**config.mk**
```make
export PLATFORM = sky130hd
export DESIGN_NAME = lss_scanner
export DESIGN_NICKNAME = d
export VERILOG_FILES = /design/src/shared/lss_pkg.sv /design/src/shared/lss_fifo_if.sv /design/src/logic/lss_fifo.sv /design/src/logic/lss_scanner.sv
export VERILOG_INCLUDE_DIRS = /design/src /design/src/shared
export SDC_FILE = /design/constraint.sdc
export NUM_CORES = 1
export LEC_CHECK = 0
export BUFFER_PORTS_ARGS = -buffer_cell sky130_fd_sc_hd__buf_2
export CAP_MARGIN = 20
export CORE_MARGIN = 3
export CORE_UTILIZATION = 30
export DETAILED_ROUTE_END_ITERATION = 7
export PLACE_DENSITY = 0.56
export SYNTH_ARGS = -nofsm -noshare
export SYNTH_HDL_FRONTEND = slang
export SYNTH_HIERARCHICAL = 1
export SYNTH_SLANG_ARGS = --single-unit
```
**constraint.sdc**
```tcl
create_clock -name clk -period 7.3 [get_ports clk]
set_input_delay 1.46 -clock clk [delete_from_list [all_inputs] [get_ports clk]]
set_output_delay 1.46 -clock clk [all_outputs]
set_load 0.01 [all_outputs]
```
**src/shared/lss_regs.svh**
```systemverilog
`ifndef LSS_REGS_SVH
`define LSS_REGS_SVH

// Line addressing: 64 lines, 8 groups of 8 modules
`define LSS_LINES      64
`define LSS_LINE_W     6
`define LSS_GROUPS     8
`define LSS_GRP_LSB    3
`define LSS_ADDR_FIRST 6'h00
`define LSS_ADDR_LAST  6'h3f
`define LSS_ADDR_STEP  6'h01

// Line number field in the host data word, bits 26 to 31
`define LSS_WORD_LINE_MSB 31
`define LSS_WORD_LINE_LSB 26

// Character and buffering
`define LSS_CHAR_W     8
`define LSS_FIFO_DEPTH 4

// Cycles allowed for a halted line's character to pass its synchroniser
`define LSS_SETTLE_CYC 2'h2

// Direct instruction function codes
`define LSS_FN_OUT_RESP 4'h0
`define LSS_FN_XMIT     4'h9
`define LSS_FN_LSPACE   4'ha
`define LSS_FN_STOP     4'hb

// Host channel operations that compare the address switches
`define LSS_OP_START    3'h1
`define LSS_OP_TEST     3'h2
`define LSS_OP_TESTDEV  3'h3
`define LSS_OP_HALT     3'h4

`endif

```
**src/shared/lss_pkg.sv**
```systemverilog
`include "lss_regs.svh"

package lss_pkg;

    typedef enum logic [1:0] {RX_SCAN, RX_SETTLE, RX_PUSH, RX_CLEAR} lss_rx_st_e;
    typedef enum logic {TX_SCAN, TX_HALT} lss_tx_st_e;

    typedef struct packed {
        logic [`LSS_LINES-1:0]  rx_rdy_m;
        logic [`LSS_LINES-1:0]  rx_rdy_s;
        logic [`LSS_LINES-1:0]  tx_done_m;
        logic [`LSS_LINES-1:0]  tx_done_s;
        logic [`LSS_CHAR_W-1:0] char_m;
        logic [`LSS_CHAR_W-1:0] char_s;
        logic [7:0]             sw_m;
        logic [7:0]             sw_s;
        logic [2:0]             pin_m;
        logic [2:0]             pin_s;
        logic [`LSS_LINE_W-1:0] rx_addr;
        logic [`LSS_LINE_W-1:0] tx_addr;
        lss_rx_st_e             rx_st;
        lss_tx_st_e             tx_st;
        logic [1:0]             settle;
        logic                   rx_take;
        logic                   send_irq;
        logic [`LSS_LINE_W-1:0] dio_rdata;
        logic                   dio_rvalid;
        logic [`LSS_GROUPS-1:0] fmt3_tick;
        logic                   io_selected;
    } lss_state_s;

endpackage

```
**src/shared/lss_fifo_if.sv**
```systemverilog
`timescale 1ns/1ps

interface lss_fifo_if #(parameter int WIDTH = 14);
    logic             in_valid;
    logic             in_ready;
    logic [WIDTH-1:0] in_data;
    logic             out_valid;
    logic             out_ready;
    logic [WIDTH-1:0] out_data;

    modport fill  (output in_valid, output in_data, input in_ready,
                   input out_valid, input out_data, output out_ready);
    modport store (input in_valid, input in_data, output in_ready,
                   output out_valid, output out_data, input out_ready);
endinterface

```
**src/logic/lss_fifo.sv**
```systemverilog
`timescale 1ns/1ps

module lss_fifo #(
    parameter int WIDTH = 14,
    parameter int DEPTH = 4
) (
    // Clock and reset
    input wire logic clk,
    input wire logic reset_n,
    // Buffer ports
    lss_fifo_if.store f
);
    localparam int PW = $clog2(DEPTH);

    typedef struct packed {
        logic [DEPTH-1:0][WIDTH-1:0] mem;
        logic [PW-1:0]               rd;
        logic [PW-1:0]               wr;
        logic [PW:0]                 count;
    } lss_fifo_s;

    lss_fifo_s st;
    lss_fifo_s next_st;
    logic      push;
    logic      pop;

    // Depth must be a power of two of at least two
    if (DEPTH < 2 || (DEPTH & (DEPTH - 1)) != 0)
    begin : g_bad_depth
        $error("lss_fifo: DEPTH must be a power of two >= 2");
    end

    // Handshakes
    assign f.in_ready  = (st.count != (PW+1)'(DEPTH));
    assign f.out_valid = (st.count != '0);
    assign f.out_data  = st.mem[st.rd];
    assign push        = f.in_valid && f.in_ready;
    assign pop         = f.out_valid && f.out_ready;

    // Pointer and storage update
    always_comb
    begin
        next_st = st;
        if (push)
        begin
            next_st.mem[st.wr] = f.in_data;
            next_st.wr         = st.wr + 1'b1;
        end
        if (pop)
        begin
            next_st.rd = st.rd + 1'b1;
        end
        next_st.count = st.count + (PW+1)'(push) - (PW+1)'(pop);
    end

    // State register
    always_ff @(posedge clk)
    begin
        if (!reset_n)
        begin
            st <= '0;
        end
        else
        begin
            st <= next_st;
        end
    end
endmodule

```
**src/logic/lss_scanner.sv**
```systemverilog
// Operation
// Receive scanner counts 0 to 63, wraps
// Separate send scanner counts 0 to 63
// Six address bits: group and module
// Scan group 0 first through group 7
// Ready receiver halts scanner, requests service
// Halted: deliver character with scanner line
// Done sender halts scanner, raises interrupt
// Output response read returns send line
// Send scanner holds until write to line
// Any direct instruction freezes send scanner; code instead jumps it to 63 on a far-group send service write with the option
// Send module address broadcast to groups
// High-speed timing only to group 0
// Far-group send service forces address 63
// Far-group receive delivery forces address 63
// Send modules serialise independently per line
// Receive modules share group format timing
// Up to eight groups of eight lines
// Address switches compared on channel ops
// Line number rides data bits 26-31
// Idle scanner advances one address per step
`timescale 1ns/1ps
`include "lss_regs.svh"

module lss_scanner #(
    parameter int GROUPS = `LSS_GROUPS,
    parameter int DEPTH  = `LSS_FIFO_DEPTH
) (
    // Clock and reset
    input  wire logic                   clk,
    input  wire logic                   reset_n,
    // Receive modules
    input  wire logic [`LSS_LINES-1:0]  rx_ready,
    input  wire logic [`LSS_CHAR_W-1:0] rx_char,
    output logic [`LSS_LINE_W-1:0]      rx_line,
    output logic [`LSS_GROUPS-1:0]      rx_grp_sel,
    output logic                        rx_take,
    // Send modules
    input  wire logic [`LSS_LINES-1:0]  tx_done,
    output logic [`LSS_LINE_W-1:0]      tx_line,
    output logic [2:0]                  tx_mod_addr,
    output logic [`LSS_GROUPS-1:0]      tx_grp_sel,
    // Format group timing
    input  wire logic                   hs_option,
    input  wire logic                   hs_tick,
    input  wire logic                   ls_tick,
    output logic [`LSS_GROUPS-1:0]      fmt3_tick,
    // Input processor
    output logic                        mip_valid,
    output logic [`LSS_CHAR_W-1:0]      mip_char,
    output logic [`LSS_LINE_W-1:0]      mip_line,
    input  wire logic                   mip_ready,
    // Direct host port
    input  wire logic                   dio_valid,
    input  wire logic                   dio_read,
    input  wire logic [3:0]             dio_func,
    input  wire logic [`LSS_LINE_W-1:0] dio_line,
    output logic [`LSS_LINE_W-1:0]      dio_rdata,
    output logic                        dio_rvalid,
    output logic                        send_irq,
    // Host channel selection
    input  wire logic [7:0]             addr_switch,
    input  wire logic [7:0]             dev_num,
    input  wire logic                   io_op_valid,
    input  wire logic [2:0]             io_op,
    output logic                        io_selected
);
    localparam int FW = `LSS_LINE_W + `LSS_CHAR_W;

    lss_pkg::lss_state_s st;
    lss_pkg::lss_state_s next_st;
    logic                hs_on;
    logic                dio_wr;
    logic                tx_svc;
    logic                op_match;

    lss_fifo_if #(.WIDTH(FW)) fq ();

    // Group count must fit the three group bits
    if (GROUPS < 1 || GROUPS > `LSS_GROUPS)
    begin : g_bad_groups
        $error("lss_scanner: GROUPS must be 1 to 8");
    end

    // Line lies in an installed group
    function automatic logic line_present(input logic [`LSS_LINE_W-1:0] a);
        return int'(a[`LSS_LINE_W-1:`LSS_GRP_LSB]) < GROUPS;
    endfunction

    // One-hot group select from the upper three address bits
    function automatic logic [`LSS_GROUPS-1:0] grp_decode(input logic [`LSS_LINE_W-1:0] a);
        logic [`LSS_GROUPS-1:0] g;
        g = '0;
        g[a[`LSS_LINE_W-1:`LSS_GRP_LSB]] = 1'b1;
        return g;
    endfunction

    // Next scan address: last line when forced, else one step with wrap
    function automatic logic [`LSS_LINE_W-1:0] step_addr(input logic [`LSS_LINE_W-1:0] a,
                                                          input logic                   force_last);
        logic [`LSS_LINE_W-1:0] n;
        n = a + `LSS_ADDR_STEP;
        if (force_last)
        begin
            n = `LSS_ADDR_LAST;
        end
        return n;
    endfunction

    // Decodes of the synchronised option pin and same-clock host requests
    assign hs_on    = st.pin_s[0];
    assign dio_wr   = dio_valid && !dio_read;
    assign tx_svc   = (dio_func == `LSS_FN_XMIT) || (dio_func == `LSS_FN_STOP)
                   || (dio_func == `LSS_FN_LSPACE);
    assign op_match = (io_op == `LSS_OP_START) || (io_op == `LSS_OP_TEST)
                   || (io_op == `LSS_OP_TESTDEV) || (io_op == `LSS_OP_HALT);

    // Character and scanner line enter the buffer while pushing
    assign fq.in_valid  = (st.rx_st == lss_pkg::RX_PUSH);
    assign fq.in_data   = {st.rx_addr, st.char_s};
    assign fq.out_ready = mip_ready;

    // Input processor side of the buffer
    assign mip_valid = fq.out_valid;
    assign mip_line  = fq.out_data[FW-1:`LSS_CHAR_W];
    assign mip_char  = fq.out_data[`LSS_CHAR_W-1:0];

    // Module select lines follow the scanner flip-flops
    assign rx_line     = st.rx_addr;
    assign rx_grp_sel  = grp_decode(st.rx_addr);
    assign rx_take     = st.rx_take;
    assign tx_line     = st.tx_addr;
    assign tx_mod_addr = st.tx_addr[`LSS_GRP_LSB-1:0];
    assign tx_grp_sel  = grp_decode(st.tx_addr);

    // Registered host-facing and format timing outputs
    assign dio_rdata   = st.dio_rdata;
    assign dio_rvalid  = st.dio_rvalid;
    assign send_irq    = st.send_irq;
    assign fmt3_tick   = st.fmt3_tick;
    assign io_selected = st.io_selected;

    lss_fifo #(
        .WIDTH (FW),
        .DEPTH (DEPTH)
    ) u_fifo (
        .clk     (clk),
        .reset_n (reset_n),
        .f       (fq.store)
    );

    // Next-state logic for synchronisers, both scanners and host port
    always_comb
    begin
        next_st = st;

        // Pin inputs pass two flip-flops before use
        next_st.rx_rdy_m  = rx_ready;
        next_st.rx_rdy_s  = st.rx_rdy_m;
        next_st.tx_done_m = tx_done;
        next_st.tx_done_s = st.tx_done_m;
        next_st.char_m    = rx_char;
        next_st.char_s    = st.char_m;
        next_st.sw_m      = addr_switch;
        next_st.sw_s      = st.sw_m;
        next_st.pin_m     = {ls_tick, hs_tick, hs_option};
        next_st.pin_s     = st.pin_m;

        // Format III timing: fast ticks only to group 0 with the option
        for (int g = 0; g < `LSS_GROUPS; g++)
        begin
            next_st.fmt3_tick[g] = st.pin_s[2];
        end
        if (hs_on)
        begin
            next_st.fmt3_tick[0] = st.pin_s[1];
        end

        // Receive scanner
        next_st.rx_take = 1'b0;
        case (st.rx_st)
            lss_pkg::RX_SCAN:
            begin
                if (st.rx_rdy_s[st.rx_addr] && line_present(st.rx_addr))
                begin
                    next_st.rx_st  = lss_pkg::RX_SETTLE;
                    next_st.settle = `LSS_SETTLE_CYC;
                end
                else
                begin
                    next_st.rx_addr = step_addr(st.rx_addr, 1'b0);
                end
            end
            lss_pkg::RX_SETTLE:
            begin
                // Let the halted line's character through its synchroniser
                if (st.settle == 2'h0)
                begin
                    next_st.rx_st = lss_pkg::RX_PUSH;
                end
                else
                begin
                    next_st.settle = st.settle - 2'h1;
                end
            end
            lss_pkg::RX_PUSH:
            begin
                // Full buffer stalls the scanner here
                if (fq.in_ready)
                begin
                    next_st.rx_take = 1'b1;
                    next_st.rx_st   = lss_pkg::RX_CLEAR;
                end
            end
            lss_pkg::RX_CLEAR:
            begin
                // Wait for the module to drop its request, then move on
                if (!st.rx_rdy_s[st.rx_addr])
                begin
                    next_st.rx_addr = step_addr(st.rx_addr,
                        hs_on && (st.rx_addr[`LSS_LINE_W-1:`LSS_GRP_LSB] != 3'h0));
                    next_st.rx_st   = lss_pkg::RX_SCAN;
                end
            end
            default:
            begin
                next_st.rx_st = lss_pkg::RX_SCAN;
            end
        endcase

        // Send scanner
        case (st.tx_st)
            lss_pkg::TX_SCAN:
            begin
                if (dio_valid)
                begin
                    // Shared address lines: hold still during a direct instruction unless a far-group send service with the option forces the last line
                    if (dio_wr && tx_svc && hs_on && (dio_line[`LSS_LINE_W-1:`LSS_GRP_LSB] != 3'h0))
                    begin
                        next_st.tx_addr = `LSS_ADDR_LAST;
                    end
                end
                else if (st.tx_done_s[st.tx_addr] && line_present(st.tx_addr))
                begin
                    next_st.tx_st    = lss_pkg::TX_HALT;
                    next_st.send_irq = 1'b1;
                end
                else
                begin
                    next_st.tx_addr = step_addr(st.tx_addr, 1'b0);
                end
            end
            lss_pkg::TX_HALT:
            begin
                // Only a write to the halted line resumes scanning
                if (dio_wr && (dio_line == st.tx_addr))
                begin
                    next_st.send_irq = 1'b0;
                    next_st.tx_st    = lss_pkg::TX_SCAN;
                    next_st.tx_addr  = step_addr(st.tx_addr,
                        tx_svc && hs_on && (st.tx_addr[`LSS_LINE_W-1:`LSS_GRP_LSB] != 3'h0));
                end
            end
            default:
            begin
                next_st.tx_st = lss_pkg::TX_SCAN;
            end
        endcase

        // Direct read: output response returns the send scanner line
        next_st.dio_rvalid = dio_valid && dio_read;
        if (dio_valid && dio_read)
        begin
            next_st.dio_rdata = (dio_func == `LSS_FN_OUT_RESP) ? st.tx_addr : '0;
        end

        // Channel selection against the address switches
        next_st.io_selected = io_op_valid ? (op_match && (st.sw_s == dev_num))
                                          : st.io_selected;
    end

    // State register
    always_ff @(posedge clk)
    begin
        if (!reset_n)
        begin
            st         <= '0;
            st.rx_addr <= `LSS_ADDR_FIRST;
            st.tx_addr <= `LSS_ADDR_FIRST;
            st.rx_st   <= lss_pkg::RX_SCAN;
            st.tx_st   <= lss_pkg::TX_SCAN;
        end
        else
        begin
            st <= next_st;
        end
    end
endmodule

```
==> reports/summary.txt, run 1 <==
Total congestion overflow = 0
Gpl congestion = 0.739
Cell Area, Synth = 0.0139 mm2
Final hold viol count = 0
Worst EP required = 5840 ps
Avg Cell Area, Syn = 11.2 um2
Synthesized Nets = 1436
Status = finished clean
Vias post-DR = 8908
CP max FO = 15
H-tree depth = 2
Initial antenna violation count = 1
Post-Route WL = 30.5 mm
Clock Tree Buf Depth = 3
Most common cell after layout, fill and taps aside = dfxtp_1
Critical path class = reg -> out
# setup viols final = 0
Power Dens Cells = 327 mW/mm2
Mux share of post-synthesis cell area = 0.121
Seq cells post-synth = 386
Routed len/inst = 14.8 um
Layout cells sized above 1 = 0.244
R2r worst-path depth = 8
CP Capture Type = output pin
Row Count = 78
Hpwl dp = 20.9 mm
Clk slew on worst S/H paths = 70 ps
Vias in the first global route = 9114
CP Data Arrival Time = 2310 ps
Headroom to the max-slew limit = 0.357
RSZ-0062 raised after global routing = no
Die ar. = 0.0490 mm2
Post-Synth Adder-Cell Area = 0.0140
Antenna-violating nets left = 0
# IOs = 238
Max-slew violations = 0
Drt pass-1 iters = 4
Root Driver = clkbuf_16
Post-synth EDFFs = 0
Pleak = 6.99 nW
Vias/cell = 4.32
Simple-gate area share of the yosys netlist = 0.214
Cts-stage hold buffer count = 0
Post-Synthesis Cells = 1247
Post-CTS Setup Inserts = 0
Worst hold path stage count = 1
Post-synthesis compound-gate area fraction = 0.0335
Die height = 221 um
Syn-to-layout area delta = 20.8%
# diodes = 0
Peak VDD IR = 0.000158 V
# port buffers = 237
Slew at the pin closest to its max-slew limit = 963 ps
Fraction of registers with async set/reset = 0
Core area = 0.0456 mm2
Largest family of logic cells by synthesized area = simple AND/OR/NAND/NOR gates
Hold slack = 419 ps
First-pass GRT wire length = 48.3 mm
Total power = 5.49 mW
Fin nets = 1618
Worst skew pair latency = 560 ps
Count of non-filler cells in the finished layout = 2063
Yosys cell types = 63
DRT iter0 DRCs = 391
Syn. warnings = 6
Post_cts resized = 0
Clock sink total = 386
Skew final = 16.4 ps
GRT Total Usage = 0.123
Largest net degree at the start of global routing = 145
MaxCap Viol Count = 0
Placed Instances = 1983
Fin crit share = 0.516
Startpoint Class = flip-flop
Initial Util = 0.305
Synth Area in XOR/XNOR = 0.0120
CTS tree = yes
Synth Flop Type = dfxtp_1
Max Clk Rate = 265 MHz
Tightest Hold Check Type = reg -> reg
Minimum clock period = 3770 ps
CTS buffer count = 43
Sequential share of the synthesized area = 0.555
Most frequent cells in the layout = dfxtp_1, and2_1, buf_2
DR DRC count = 0
Setup TNS = 0 ps
Die Wd = 221 um
==> registers in the layout, indices dropped and copies added, names as in the netlist <==
register and cells:
next_st 148, tx_line 6, fq.in_data 8, send_irq 1
dio_rvalid 1, hs_on 1, io_selected 1, dio_rdata 6
u_fifo/st 63, fmt3_tick 2, st 142, rx_line 6
rx_take 1
==> through the flow <==
step	area, um2	worst slack (ps)	utilization
after floorplan	13900	4360	-
after global placement	15300	3760	0.335
after detailed placement	15300	3670	0.335
after CTS	16800	3440	0.369
after global routing	16800	3380	0.369
final	16800	3530	0.369
==> cell type report <==
class	count	area [um2]
fill	4514	28800
sequential	386	7730
multi-input combinational	736	5490
timing repair buffer	246	1260
clock buffer	58	1240
tap	600	751
clock inverter	21	269
inverter	16	60.1
==> layer usage <==
layer,global-route usage,wire [um]
met2,0.201,14300
met5,0,13
met3,0.0314,1430
met1,0.158,14000
met4,0.0426,804
==> cell usage after synthesis (3+ instances only) <==
cell,instances,area [um2]
dfxtp_1,386,7730
and2_1,304,1900
nand2_1,104,390
mux2i_1,85,851
clkbuf_1,59,221
buf_4,29,218
mux4_2,25,563
nor2b_1,20,125
nor2_1,17,63.8
inv_1,15,56.3
nand4_1,15,93.8
ha_1,14,175
nand3_1,14,70.1
xnor2_1,12,105
a22oi_1,11,82.6
mux4_1,10,263
nor3_1,8,40.0
xor2_1,7,61.3
a21o_1,6,45.0
and3_1,6,37.5
buf_2,6,30.0
buf_6,6,67.6
a21oi_1,5,25.0
buf_1,5,18.8
nor3b_1,5,37.5
a31oi_1,4,25.0
and3_4,4,45.0
buf_12,4,80.1
o211ai_1,4,30.0
o311a_1,4,40.0
nand2b_1,3,18.8
nand3b_1,3,22.5
nor4_1,3,18.8
o21a_1,3,22.5
o21ai_0,3,15.0
o31ai_1,3,22.5
==> cell families after synthesis <==
logic type,Yosys count
compound gates,62
simple gates,519
buf+inv,125
xor+xnor,19
flops,386
mux,121
fa+ha+maj,15
==> worst paths after layout <==
path	start	to	slack (ps)
worst min register to register	next_st[78]	st[78]	420
worst max register to register	rx_line[0]	st[22]	4090
worst min-delay path	next_st[78]	st[78]	420
worst max-delay path	u_fifo/st[6]	mip_char[2]	3530
==> worst max-delay path, stage by stage, from the launching register on <==
cell and delay [ps]:
dfxtp_1 950, mux4_2 630, buf_2 160
==> power by group <==
| part | total (mW) | switching (mW) | internal [mW] |
|---|---|---|---|
| combinational | 0.899 | 0.488 | 0.411 |
| sequential | 2.35 | 0.114 | 2.23 |
| clock | 2.24 | 0.890 | 1.35 |
(Power assumes the default switching activity.)
==> run 2, diff against run 1 <==
--- a/config.mk
+++ b/config.mk
@@ -11,7 +11,7 @@
 export CORE_MARGIN = 3
 export CORE_UTILIZATION = 30
 export DETAILED_ROUTE_END_ITERATION = 7
-export PLACE_DENSITY = 0.56
+export PLACE_DENSITY = 0.58
 export SYNTH_ARGS = -nofsm -noshare
 export SYNTH_HDL_FRONTEND = slang
 export SYNTH_HIERARCHICAL = 1
==> constraint.sdc (replaced) <==
create_clock -name clk -period 3.2 [get_ports clk]
set_input_delay 0.64 -clock clk [delete_from_list [all_inputs] [get_ports clk]]
set_output_delay 0.64 -clock clk [all_outputs]
set_load 0.01 [all_outputs]
==> run 2 against run 1 <==
Register-to-register slack lost 3900 ps. Via count grew 0.29%. First-iteration DRC count shrank 17%. Cell area grew 0.77%. Worst setup slack lost 3300 ps. Power grew 130%. Die area is the same. Clock power grew 120%. Clock skew grew 1.0 ps. Sequential cell count is the same. Critical path type is now reg -> reg. Largest power group unchanged.
==> reports/summary.txt, run 2 (synthesis gave the netlist of run 1 again) <==
# IOs = 238
Cells along the critical path = mux4_1 > mux2_2 > a32oi_1 > nand3_1 > o31a_1 > or4_4 > mux2i_1
Final hold viol count = 0
Largest net degree at the start of global routing = 160
Skew final = 17.5 ps
Post_cts resized = 0
DRT iter0 DRCs = 324
Antenna-violating nets left = 0
Cts-stage hold buffer count = 0
Headroom to the max-slew limit = 0.472
MaxCap Viol Count = 0
Total congestion overflow = 0
Routed len/inst = 14.9 um
# port buffers = 237
DR DRC count = 0
RSZ-0062 raised after global routing = no
Fillcell total = 4486
# setup viols final = 0
Met2 Wirelength = 14.5 mm
Crit. Startpoint = rx_line[0]
Max Clk Rate = 337 MHz
Initial Util = 0.305
Highest metal used = met4
Drt pass-1 iters = 4
CTS buffer count = 42
Die ar. = 0.0490 mm2
Critical path class = reg -> reg
Fin crit share = 0.927
CP Data Arrival Time = 3410 ps
Post-layout util = 0.371
Power Dens Cells = 737 mW/mm2
Core area = 0.0456 mm2
H-tree depth = 2
Cell Area, Placed = 0.0155 mm2
Reg2Reg Setup Slack = 230 ps
Max reg flops = 148
R2r worst-path depth = 7
Root Driver = clkbuf_16
Layout cells sized above 1 = 0.252
First-pass GRT wire length = 49.3 mm
Max-slew violations = 0
Critical path's slowest cell = dfxtp_1
Worst r2r dst = st[21]
Most common cell after layout, fill and taps aside = dfxtp_1
Worst path max stage delay = 610 ps
Vias/cell = 4.30
Clock Tree Buf Depth = 3
Startpoint Class = flip-flop
Status = finished clean
Initial antenna violation count = 1
Vias post-DR = 8934
Peak VDD IR = 0.000333 V
Setup TNS = 0 ps
Slew at the pin closest to its max-slew limit = 791 ps
Pleak = 7.06 nW
Worst EP required = 3640 ps
Hpwl dp = 22.1 mm
Gpl congestion = 0.800
Metal-1 WL = 14.1 mm
Metal3 WL = 1.66 mm
Worst skew pair latency = 560 ps
Reg2Reg Launch Point = rx_line[0]
Design Area, Final = 0.0169 mm2
Tightest Hold Check Type = in -> reg
CP Capture Type = flip-flop
Die height = 221 um
Worst setup path end = st[21]
Clock sink total = 386
Die Wd = 221 um
Post-Route WL = 30.9 mm
Post-CTS Setup Inserts = 0
CP max FO = 9
Syn-to-layout area delta = 21.7%
Minimum clock period = 2970 ps
Most frequent cells in the layout = dfxtp_1, and2_1, buf_2
Clk slew on worst S/H paths = 60 ps
GRT Total Usage = 0.125
Row Count = 78
Vias in the first global route = 9180
CTS tree = yes
Fin nets = 1634
-- run 2: cell types whose count changed in the layout (fill, tap and decap cells not counted), sizes merged --
| cell | delta |
|---|---|
| buf | +17 |
| clkinvlp | +1 |
| diode | +1 |
| bufinv | -1 |
| clkinv | -1 |
-- run 2: where the power goes --
part | switching [mW] | leakage, nW | internal, mW
Sequential | 0.312 | 3.18 | 5.09
Clock | 1.99 | 0.726 | 2.98
Combinational | 1.07 | 3.16 | 1.04
Total | 3.38 | 7.06 | 9.11
-- run 2: worst min-delay path by stage --
stage | endpoint | slack, ps | start | cells past startpoint
floorplan | fq.in_data[0] | 410 | next_st[57] | 1
global placement | st[41] | 410 | next_st[41] | 1
detailed placement | st[46] | 420 | next_st[46] | 1
CTS | next_st[224] | 230 | rx_ready[23] | 2
global route | next_st[224] | 230 | rx_ready[23] | 2
finish | next_st[251] | 280 | rx_ready[50] | 2
-- run 2: metal layers --
| metal | up-vias | track usage |
|---|---|---|
| li1 | 4513 | - |
| met1 | 4176 | 0.164 |
| met2 | 200 | 0.203 |
| met3 | 45 | 0.0316 |
| met4 | 0 | 0.0415 |
| met5 | - | 0 |
-- run 2: area by class of cell --
class                   count  area (um2)  share of cell area
diodes                      1        2.50            0.000148
clock buffers              58        1230              0.0727
clock inverters            20         243              0.0143
inverters                  16        60.1             0.00355
multi-input cells         736        5490               0.324
flip-flops and latches    386        7730               0.456
well taps                 600         751              0.0443
repair buffers            263        1430              0.0843
-- run 2: metrics by stage --
| step | power, mW | hold WS (ps) | instances | setup slack, ps |
|---|---|---|---|---|
| after floorplan | 6.95 | 412 | 1247 | 507 |
| after detailed placement | 7.65 | 418 | 2001 | 221 |
| final | 12.5 | 281 | 2080 | 235 |
| after CTS | 12.7 | 230 | 2079 | 202 |
| after global placement | 7.59 | 415 | 2001 | 278 |
| after global routing | 13.1 | 233 | 2079 | 67.1 |
-- run 2: worst max-delay path: cells and delay by family (launching register included) --
kind | cells | cell delay [ps]
muxes | 3 | 1020
and+or+nand+nor | 2 | 710
DFF | 1 | 610
AOI/OAI and AO/OA | 2 | 510
